### src/include/ptc_pkg.sv
package ptc_pkg;

  // ************************************************************
  // Register map (byte addresses on the 8-bit register port)
  // ************************************************************
  localparam int          ADDR_W          = 8;
  localparam int          DATA_W          = 8;
  localparam logic [7:0]  ADDR_TMODE      = 8'h2A;
  localparam logic [7:0]  ADDR_TPRESCALE  = 8'h2B;
  localparam logic [7:0]  ADDR_RELOAD_HI  = 8'h2C;
  localparam logic [7:0]  ADDR_RELOAD_LO  = 8'h2D;
  localparam logic [7:0]  ADDR_COUNT_HI   = 8'h2E;
  localparam logic [7:0]  ADDR_COUNT_LO   = 8'h2F;
  localparam logic [7:0]  ADDR_IRQ_STAT   = 8'h40;
  localparam logic [7:0]  ADDR_IRQ_MASK   = 8'h41;
  localparam logic [7:0]  ADDR_STATUS     = 8'h42;
  localparam logic [7:0]  ADDR_CONTROL    = 8'h43;
  localparam logic [7:0]  RESET_BYTE      = 8'h00;

  // ************************************************************
  // Field positions
  // ************************************************************
  localparam int          BIT_AUTO        = 7;
  localparam int          GATE_HI         = 6;
  localparam int          GATE_LO         = 5;
  localparam int          BIT_RELOAD      = 4;
  localparam int          PSC_HI_MSB      = 3;
  localparam int          BIT_EXPIRED     = 0;
  localparam int          BIT_ACTIVE      = 0;
  localparam int          BIT_START_NOW   = 0;
  localparam int          BIT_STOP_NOW    = 1;

  // ************************************************************
  // Widths and counts
  // ************************************************************
  localparam int          PSC_W           = 12;
  localparam int          DIV_W           = 13;
  localparam int          CNT_W           = 16;
  localparam int          RXB_W           = 3;
  localparam int          NUM_GATES       = 2;
  localparam logic [2:0]  STOP_BITS_LONG  = 3'h5;
  localparam logic [2:0]  STOP_BITS_SHORT = 3'h4;
  localparam logic [15:0] CNT_ZERO        = 16'h0000;
  localparam logic [15:0] CNT_ONE         = 16'h0001;
  localparam logic [12:0] DIV_ZERO        = 13'h0000;
  localparam logic [12:0] DIV_ONE         = 13'h0001;

  typedef enum logic [1:0] {
    GATE_NONE = 2'h0,
    GATE_SSI  = 2'h1,
    GATE_AUXILIARY_PIN_ONE = 2'h2,
    GATE_RSVD = 2'h3
  } ptc_gate_t;

  typedef enum logic {
    ST_IDLE = 1'b0,
    ST_RUN  = 1'b1
  } ptc_state_t;

  // Protocol events and mode levels from the transceiver logic
  typedef struct packed {
    logic tx_end;               // Pulse: a transmission just ended
    logic rf_field_on;          // Pulse: RF field switched on
    logic inverted_tx_field_on; // Level
    logic rx_bit;               // Pulse: one received bit decoded
    logic five_bit_mode;        // Level: 14443 A or B at 106 kBd
    logic multi_frame_receive;  // Level
    logic even_prescale_select; // Level
  } ptc_proto_t;

endpackage

### src/design/ptc_timer.sv
// Design decision made here: the plain strobed port.
`timescale 1ns/1ps
// Functional notes
// - auto-start: start on every transmission end
// - auto-start: start on field-on with inversion
// - five-bit modes: stop after fifth bit
// - other modes: stop after fourth bit
// - multi-frame: no auto stop, software stops
// - auto-start off: protocol events ignored, even divide select still applies
// - gate field picks none, serial, aux
// - active flag ignores gate level
// - reload-on-zero restarts from reload value
// - otherwise stop at zero, raise expiry
// - prescaler is nibble plus low byte
// - odd divide: 2P+1 carrier periods
// - even divide: 2P+2 carrier periods
// - reload value sampled only at start
module ptc_timer
  import ptc_pkg::*;
(
  input  wire logic              sys_clk,               // 20 MHz system clock
  input  wire logic              rstn,                  // Async reset, active low
  input  wire logic [ADDR_W-1:0] addr,                  // Register address
  input  wire logic [DATA_W-1:0] wr_data,               // Register write data
  input  wire logic              wr_en,                 // Write strobe
  input  wire logic              rd_en,                 // Read strobe
  output logic      [DATA_W-1:0] rd_data,               // Read data, cycle after rd_en
  input  wire logic              carrier_tick,          // One pulse per 13.56 MHz period
  input  wire ptc_proto_t        proto,                 // Protocol events and modes
  input  wire logic              secure_serial_in_pin,  // Gate pin, asynchronous
  input  wire logic              auxiliary_pin_one,     // Gate pin, asynchronous
  output logic                   timer_active_flag,     // Timer enabled
  output logic                   irq                    // Level interrupt
);

  // ************************************************************
  // Gate pin synchronisers
  // ************************************************************
  logic [NUM_GATES-1:0] pin_raw;
  logic [NUM_GATES-1:0] sync1_q;
  logic [NUM_GATES-1:0] sync2_q;
  logic [NUM_GATES-1:0] sync3_q;
  logic [NUM_GATES-1:0] gate_q;
  logic [NUM_GATES-1:0] gate_d;

  // Stage one may go metastable; only the last two stages vote
  // Pins read as low after reset, so a gated timer starts closed
  assign pin_raw = {auxiliary_pin_one, secure_serial_in_pin};

  genvar gi;
  generate
    for (gi = 0; gi < NUM_GATES; gi++) begin : g_sync
      // Level is accepted only once two late stages agree
      always_comb begin
        gate_d[gi] = (sync2_q[gi] == sync3_q[gi]) ? sync3_q[gi] : gate_q[gi];
      end
      always_ff @(posedge sys_clk or negedge rstn) begin
        if (!rstn) begin
          sync1_q[gi] <= 1'b0;
          sync2_q[gi] <= 1'b0;
          sync3_q[gi] <= 1'b0;
          gate_q[gi]  <= 1'b0;
        end else begin
          sync1_q[gi] <= pin_raw[gi];
          sync2_q[gi] <= sync1_q[gi];
          sync3_q[gi] <= sync2_q[gi];
          gate_q[gi]  <= gate_d[gi];
        end
      end
    end
  endgenerate

  // ************************************************************
  // Software registers
  // ************************************************************
  logic [7:0]  tmode_q,   tmode_d;
  logic [7:0]  tpsc_q,    tpsc_d;
  logic [15:0] reload_q,  reload_d;
  logic        expired_q, expired_d;
  logic        mask_q,    mask_d;
  logic        sw_start,  sw_stop;
  logic        expire_evt;

  // Exact byte compare, shared by the write decode
  function automatic logic hit(input logic [7:0] a, input logic [7:0] r);
    return a == r;
  endfunction

  always_comb begin
    tmode_d   = tmode_q;
    tpsc_d    = tpsc_q;
    reload_d  = reload_q;
    mask_d    = mask_q;
    expired_d = expired_q;
    sw_start  = 1'b0;
    sw_stop   = 1'b0;
    if (wr_en) begin
      // Count bytes are read only; strobes to unmapped addresses are dropped
      if (hit(addr, ADDR_TMODE))     tmode_d        = wr_data;
      if (hit(addr, ADDR_TPRESCALE)) tpsc_d         = wr_data;
      if (hit(addr, ADDR_RELOAD_HI)) reload_d[15:8] = wr_data;
      if (hit(addr, ADDR_RELOAD_LO)) reload_d[7:0]  = wr_data;
      if (hit(addr, ADDR_IRQ_MASK))  mask_d         = wr_data[BIT_EXPIRED];
      if (hit(addr, ADDR_IRQ_STAT) && wr_data[BIT_EXPIRED]) begin
        expired_d = 1'b0;
      end
      // Control bits are one-cycle pulses; nothing is stored, so 43h reads 00
      if (hit(addr, ADDR_CONTROL)) begin
        sw_start = wr_data[BIT_START_NOW];
        sw_stop  = wr_data[BIT_STOP_NOW];
      end
    end
    // Expiry is flagged in reload mode too, so software can count periods
    // A new expiry beats a clear in the same cycle
    if (expire_evt) begin
      expired_d = 1'b1;
    end
  end

  always_ff @(posedge sys_clk or negedge rstn) begin
    if (!rstn) begin
      tmode_q   <= RESET_BYTE;
      tpsc_q    <= RESET_BYTE;
      reload_q  <= {RESET_BYTE, RESET_BYTE};
      mask_q    <= 1'b0;
      expired_q <= 1'b0;
    end else begin
      tmode_q   <= tmode_d;
      tpsc_q    <= tpsc_d;
      reload_q  <= reload_d;
      mask_q    <= mask_d;
      expired_q <= expired_d;
    end
  end

  // ************************************************************
  // Mode decode
  // ************************************************************
  logic             auto_start_enable;
  logic             reload_on_zero;
  ptc_gate_t        gate_source_select;
  logic [PSC_W-1:0] prescale;
  logic [DIV_W-1:0] div_limit;
  logic             gate_open;

  assign auto_start_enable  = tmode_q[BIT_AUTO];
  assign reload_on_zero     = tmode_q[BIT_RELOAD];
  assign gate_source_select = ptc_gate_t'(tmode_q[GATE_HI:GATE_LO]);
  assign prescale           = {tmode_q[PSC_HI_MSB:0], tpsc_q};
  // Divider wraps after limit+1 carrier periods
  // Even divide adds one carrier period to the odd divide
  // Prescaler fields are read live and act on the divider period in progress
  assign div_limit = proto.even_prescale_select
                   ? {prescale, 1'b0} + DIV_ONE
                   : {prescale, 1'b0};

  always_comb begin
    unique case (gate_source_select)
      GATE_NONE: gate_open = 1'b1;
      GATE_SSI:  gate_open = gate_q[0];
      GATE_AUXILIARY_PIN_ONE: gate_open = gate_q[1];
      GATE_RSVD: gate_open = 1'b0;  // Undefined code holds the count
    endcase
  end

  // ************************************************************
  // Timer core
  // ************************************************************
  ptc_state_t       state_q, state_d;
  logic [CNT_W-1:0] cnt_q,   cnt_d;
  logic [DIV_W-1:0] div_q,   div_d;
  logic [RXB_W-1:0] rxb_q,   rxb_d;
  // Reload value captured at start; auto-restart reuses it
  logic [CNT_W-1:0] start_val_q, start_val_d;
  logic             auto_start;
  logic             auto_stop;
  logic [RXB_W-1:0] stop_bits;
  logic             tick;

  always_comb begin
    // Protocol events only count with auto-start set
    auto_start = auto_start_enable &&
                 (proto.tx_end ||
                  (proto.inverted_tx_field_on && proto.rf_field_on));
    stop_bits  = proto.five_bit_mode ? STOP_BITS_LONG
                                     : STOP_BITS_SHORT;
    auto_stop  = auto_start_enable && !proto.multi_frame_receive &&
                 (state_q == ST_RUN) && proto.rx_bit &&
                 (rxb_q + 3'h1 == stop_bits);
    // Greater-or-equal keeps a lowered prescaler from letting the divider wrap
    tick       = (state_q == ST_RUN) && gate_open && carrier_tick &&
                 (div_q >= div_limit);
  end

  always_comb begin
    state_d    = state_q;
    cnt_d      = cnt_q;
    div_d      = div_q;
    rxb_d      = rxb_q;
    start_val_d = start_val_q;
    expire_evt = 1'b0;
    // Start outranks stop, so a start in a stop cycle keeps the timer running
    if (auto_start || sw_start) begin
      state_d     = ST_RUN;
      cnt_d       = reload_q;
      start_val_d = reload_q;
      div_d       = DIV_ZERO;
      rxb_d       = '0;
    end else if (auto_stop || sw_stop) begin
      // Stop freezes the count so software can read the time left
      state_d = ST_IDLE;
    end else if (state_q == ST_RUN) begin
      // Bit counter clears only at start and may wrap in multi-frame mode
      if (proto.rx_bit) begin
        rxb_d = rxb_q + 3'h1;
      end
      // A closed gate freezes the divider mid-period instead of restarting it
      if (gate_open && carrier_tick) begin
        div_d = tick ? DIV_ZERO : div_q + DIV_ONE;
      end
      if (tick) begin
        // A reload of zero expires at the first tick
        if (cnt_q == CNT_ZERO || cnt_q == CNT_ONE) begin
          expire_evt = 1'b1;
          if (reload_on_zero) begin
            // Captured value, so a reload written mid-run waits for a start
            cnt_d = start_val_q;
          end else begin
            cnt_d   = CNT_ZERO;
            state_d = ST_IDLE;
          end
        end else begin
          cnt_d = cnt_q - CNT_ONE;
        end
      end
    end
  end

  always_ff @(posedge sys_clk or negedge rstn) begin
    if (!rstn) begin
      state_q <= ST_IDLE;
      cnt_q   <= CNT_ZERO;
      div_q   <= DIV_ZERO;
      rxb_q   <= '0;
      start_val_q <= CNT_ZERO;
    end else begin
      state_q <= state_d;
      cnt_q   <= cnt_d;
      div_q   <= div_d;
      rxb_q   <= rxb_d;
      start_val_q <= start_val_d;
    end
  end

  // ************************************************************
  // Read port and outputs
  // ************************************************************
  logic [DATA_W-1:0] rdata_q, rdata_d;
  logic              active_q, active_d;
  logic              irq_q, irq_d;

  always_comb begin
    // Zero outside the answer cycle, so an idle bus reads 00
    rdata_d = RESET_BYTE;
    if (rd_en) begin
      unique case (addr)
        ADDR_TMODE:     rdata_d = tmode_q;
        ADDR_TPRESCALE: rdata_d = tpsc_q;
        ADDR_RELOAD_HI: rdata_d = reload_q[15:8];
        ADDR_RELOAD_LO: rdata_d = reload_q[7:0];
        // Count is read live per byte; software must allow for a borrow
        ADDR_COUNT_HI:  rdata_d = cnt_q[15:8];
        ADDR_COUNT_LO:  rdata_d = cnt_q[7:0];
        ADDR_IRQ_STAT:  rdata_d = {7'h00, expired_q};
        ADDR_IRQ_MASK:  rdata_d = {7'h00, mask_q};
        ADDR_STATUS:    rdata_d = {7'h00, active_q};
        default:        rdata_d = RESET_BYTE;
      endcase
    end
    // Gate level deliberately not folded
    // Run flag follows next state, so it rises in the cycle after a start
    active_d = (state_d == ST_RUN);
    // Next-state inputs let the interrupt rise together with the flag
    irq_d    = expired_d && mask_d;
  end

  always_ff @(posedge sys_clk or negedge rstn) begin
    if (!rstn) begin
      rdata_q  <= RESET_BYTE;
      active_q <= 1'b0;
      irq_q    <= 1'b0;
    end else begin
      rdata_q  <= rdata_d;
      active_q <= active_d;
      irq_q    <= irq_d;
    end
  end

  // Every output comes straight from a flip-flop
  assign rd_data           = rdata_q;
  assign timer_active_flag = active_q;
  assign irq               = irq_q;

endmodule // ptc_timer

### config.mk
export PLATFORM = sky130hd
export DESIGN_NAME = ptc_timer
export DESIGN_NICKNAME = d
export VERILOG_FILES = /design/src/include/ptc_pkg.sv /design/src/design/ptc_timer.sv
export SDC_FILE = /design/constraint.sdc
export NUM_CORES = 1
export LEC_CHECK = 0
export ABC_AREA = 1
export BUFFER_PORTS_ARGS = -buffer_cell sky130_fd_sc_hd__buf_2
export CORE_MARGIN = 4
export CORE_UTILIZATION = 45
export DETAILED_ROUTE_END_ITERATION = 10
export PLACE_DENSITY = 0.6
export SLEW_MARGIN = 20
export SYNTH_ARGS = -nofsm -noshare
export SYNTH_HDL_FRONTEND = slang
export SYNTH_SLANG_ARGS = --single-unit
### constraint.sdc
create_clock -name sys_clk -period 4.7 [get_ports sys_clk]
set_input_delay 0.235 -clock sys_clk [delete_from_list [all_inputs] [get_ports sys_clk]]
set_output_delay 0.235 -clock sys_clk [all_outputs]
set_load 0.1 [all_outputs]
### Word level (Yosys, flattened, before mapping)

Cells that the tools add are included.

* $add $sub $neg: 4
* $mul: 0
* divide/modulo/power cells: 0
* order comparisons: 1
* eq/ne operators: 18
* shift-type cells: 0
* muxes and demuxes: 40
* bitwise operators: 0
* reduce and logical (&&, ||, !) cells: 30

Operator list (number)
* two-way mux 16 bit: 6
* two-way mux 13 bit: 6
* one-hot mux 8 bit (9 select lines): 1
* equality test 8 x 6 -> 1 bit (second input constant): 6
* equality test 8 x 7 -> 1 bit (second input constant): 4
* adder 13 x 1 -> 13 bit (second input constant): 2
* two-way mux 1 bit: 21
* equality test 16 x 1 -> 1 bit (second input constant): 1
* logical NOT 16 bit: 1
* subtractor 16 x 1 -> 16 bit (second input constant): 1
* greater-or-equal comparator 13 bit: 1
* logical AND 1 bit: 12
* two-way mux 3 bit: 4
* AND reduction 3 bit: 3
* two-way mux 8 bit: 1
* AND reduction 2 bit: 4
* nonzero test 2 bit: 4
* equality test 2 bit (second input constant): 2
* logical OR 1 bit: 4
* one-hot mux 1 bit (4 select lines): 1
* adder 3 x 1 -> 3 bit (second input constant): 1
* equality test 3 bit: 1
* equality test 1 bit: 2
* equality test 2 x 1 -> 1 bit (second input constant): 1
* 3 further kinds: 3

* register bits: 100
* bits in latches: 0
* memory bits (writable): 0
* bits in read-only memories: 0
* input bits: 30
* output and inout bits: 10
* logic and storage cells: 114
* memories kept: 0

### Longest topological paths before layout

* depth after elaboration: 11
* gate-level depth with buffers: 14
* gate-level depth less buffers: 13

### Worst setup path before layout

OpenSTA, ideal clock, no wires.

* path kind: flip-flop to flip-flop
* from: register timer_active_flag (netlist name)
* to: register div_q[12]
* library setup time: 0.065 ns
* arrival: 1.958 ns
* required time: 4.635 ns
* setup slack: 2.677 ns
* cell stages (with the launch flop): 11
* buffers on the path: 1
* period minus slack after synthesis: 2.023 ns
* cells stage by stage: dfrtp_1 nand2_1 o21bai_1 nor2_2 nand3_1 nand2_4 buf_6 inv_2 nor2_1 nand3_1 nand2_1

RTL lines
* end signal: assignment: line ptc_timer.sv:249 `div_q <= div_d;`
* end: declaration: line ptc_timer.sv:171 `logic [DIV_W-1:0] div_q, div_d;`

### Worst setup path after layout

* from: register div_q[6]
* to: register cnt_q[0]

* cells in the longest elaborated chain, start to end: 4

Ends and longest elaborated chain
* greater-or-equal comparator 13 bit: line ptc_timer.sv:192 `(div_q >= div_limit);`
* logical AND 1 bit: line ptc_timer.sv:191 `tick = (state_q == ST_RUN) && gate_open && carrier_tick &&`
* nonzero test 2 bit (no source line)
* AND reduction 3 bit (no source line)
* end signal: assignment: line ptc_timer.sv:248 `cnt_q <= cnt_d;`
* end: declaration: line ptc_timer.sv:170 `logic [CNT_W-1:0] cnt_q, cnt_d;`

No other way between the ends.
A chain may end at the register's enable or synchronous reset.

==> impl_metrics.toml <==
[status]
status = "complete, no violations"

[drt]
drc = 0
drt_iter0_drc = 535
wl_mm = 15.6
routed-via-count = 5123
first_pass_iters = 5
vias_per_cell = 5.19
detail-route-antenna-nets = 0
post_drt_wl_per_cell_um = 15.8

[layout]
nNetsFinal = 861
multi_input_area_um2 = 2690
stdcell_area_um2 = 6270
num_antenna_cells = 0
ff_latch_area_um2 = 2500
drive_gt1_share_pct = 9.04
nFillCells = 1231
syn_to_final_growth_pct = 10.6

[sta]
fin_ws_ns = 2.29
setup_violations = 0
rsz0062_at_grt = "no"
tightest_slew_ns = 0.691
fin_skew_ns = 0.0133
max_freq_mhz = 415
slew_viol_final = 0
relSlewSlack_pct = 53.9
hold_viol = 0
fin_tns_setup_ns = 0
finalCriticalPeriod_ns = 2.41
period_share_pct = 51.3
finalHoldWorstSlack_ns = 0.181

[critical_path]
worstPathMaxFanout = 22
cp.buffers_inverters = 0
cp-end-kind = "flip-flop"
crit_chain = "ha_1, nand2_1, nor2_1, nand2_1, nor2_1, nor2_1, nand3_1, nand3_2, nand2_4, nand2_1, nand2_1"
cpMaxStageDelayCell = "dfrtp_1"
slowest_delay_ns = 0.47
crit_family = "simple AND/OR/NAND/NOR gates"
required_ns = 5.01
worstSetupPathType = "flip-flop to flip-flop"
cp-start-kind = "flip-flop"
cp.arrival_ns = 2.73
crit_top_cell = "nand2_1"

[placement]
placed_area_um2 = 5940
portBuffers = 39
pre_cts_ws_ns = 2.34
hpwl_mm = 11.5
globalplace.congestion = 0.962

[yosys]
syn_area_per_cell_um2 = 7.29
yosysSeqAreaShare_pct = 44.2
synth_fp_nets = 825
synthesis.area_um2 = 5670
ys.warnings.count = 0
synth-seq-cells = 100
synth_cell_types = 31
synth_edf_count = 0
syn_inst = 778
synthFlopType = "dfrtp_1"
postSynth.asyncResetShare_pct = 100

[die]
initial_utilization_pct = 46.6
die_y_um = 120
ios = 40
coreArea_um2 = 12200
fp.dieArea_um2 = 14500
die_x_um = 120
fp-row-count = 40

[flow_run]
max-cap-violations = 0

[global_route]
overflow = 0
grt_max_degree = 64
grt_pass1_vias = 4868
antenna_found_initial = 0
grt_pass1_wl_mm = 25.9
grtUsageTotal_pct = 23.1

[cts]
insertion_delay_ns = 0.37
cts_tree = "built"
ctsResizeCount = 0
htree_levels = 3
clock-sinks = 100
clk_pin_slew_ns = 0.08
cts_buffer_depth = 2
cts_buffers = 9
root_buffer = "clkbuf_16"
postCtsSetupRepairBufs = 0

[min_path]
hp-class = "input port to flip-flop"

[power_and_ir_drop]
p_per_area_nw_per_um2 = 497
total_power_w = 0.00311
peakVddDrop_uv = 337
p_leak_nw = 3.29
[final timing paths]
| kind | start | endpoint | slack [ns] | cells after the start |
|---|---|---|---|---|
| worst max register to register | div_q[6]$_DFFE_PN0P_ | cnt_q[0]$_DFFE_PN0P_ | 2.29 | 11 |
| worst min-delay path | wr_data[5] | reload_q[13]$_DFFE_PN0P_ | 0.18 | 3 |
| max in group asynchronous | rstn | div_q[3]$_DFFE_PN0P_ | 3.13 | 3 |
| worst min register to register | sync1_q[0]$_DFF_PN0_ | sync2_q[0]$_DFF_PN0_ | 0.36 | 0 |
| worst max-delay path | div_q[6]$_DFFE_PN0P_ | cnt_q[0]$_DFFE_PN0P_ | 2.29 | 11 |
| min in group asynchronous | rstn | start_val_q[13]$_DFFE_PN0N_ | 0.45 | 2 |
[report_power, final]
part	leakage [nW]	internal [W]	switching (W)
Clock	0.149	0.000380	0.000381
Sequential	1.33	0.00100	0.000164
Combinational	1.81	0.000394	0.000792
Total	3.29	0.00178	0.00134
[flip-flops by register name (all words and copies together) (netlist names)]
name and count:
cnt_q 16, reload_q 16, start_val_q 16, div_q 13, rd_data 8, tmode_q 8
tpsc_q 8, rxb_q 3, gate_q 2, sync1_q 2, sync2_q 2, sync3_q 2
expired_q 1, irq 1, mask_q 1, timer_active_flag 1
[area by class of cell]
cell class | instances | share of cell area [%]
clock buffer | 9 | 3.59
clock inverter | 7 | 1.16
inverter | 88 | 5.31
timing repair buffer | 43 | 3.75
sequential | 100 | 39.9
tap | 168 | 3.35
multi-input combinational | 572 | 42.9
[repair_timing]
| action | in CTS | in global routing |
|---|---|---|
| hold buffers | 3 | 0 |
| setup endpoints to repair | 0 | 0 |
| endpoints found under the hold margin | 52 | 0 |
[cells in the final DEF (no fill, tap or decap), types with 4 or more instances in the layout]
cell type,n
a21oi_1,12
buf_2,38
clkbuf_16,9
dfrtp_1,100
ha_1,17
inv_1,85
nand2_1,273
nand2_4,4
nand3_1,74
nand4_1,9
nor2_1,75
nor3_1,13
o21ai_0,58
o22ai_1,7
xor2_1,10
[tightest hold or removal path: stages]
cell	delay (ns)
buf_2	0.08
inv_1	0.06
o21ai_0	0.15
[synth_stat cells (3+ instances only)]
cell     count  share of area [%]
inv_1       85                5.6
nand2_1    273                 18
nor2_4       3               0.60
xor2_1      10                1.5
o21ai_0     58                5.1
nand4_1      9               0.99
buf_2        4               0.35
buf_6        7                1.4
ha_1        17                3.8
or2_2        3               0.33
o22ai_1      7               0.77
nor3_1      13                1.1
nand2_4      4               0.79
nor2_1      75                5.0
a21oi_1     12                1.1
buf_4        4               0.53
nand3_1     74                6.5
dfrtp_1    100                 44
nor2_2       3               0.33
[kinds of logic (layout without fill, tap and decap cells)]
kind of cell / count (synthesis) / after routing / synth area share [%]
AO/OA/AOI/OAI: 81 / 81 / 7.40
adder cells (fa/ha/maj): 19 / 19 / 4.11
XOR/XNOR: 10 / 10 / 1.55
buffers and inverters: 106 / 147 / 8.37
flip-flops: 100 / 100 / 44.2
AND/OR/NAND/NOR: 462 / 462 / 34.4
[per-stage QoR]
| step | std cells | util (%) |
|---|---|---|
| final | 987 | 51.6 |
| after global routing | 987 | 51.6 |
| after CTS | 987 | 51.6 |
| after detailed placement | 968 | 48.9 |
| after global placement | 968 | 48.9 |
| after floorplan | 778 | - |
[routing by layer]
metal  vias up  global-route usage, %  part of all wire, %
li1       2543                      -                    -
met1      2399                   33.0                   45
met2       164                   35.1                   45
met3        17                   5.75                  7.6
met4         0                   5.95                  1.4
met5         -                      0                    0
Note: power is estimated with default switching activity, not from simulation.
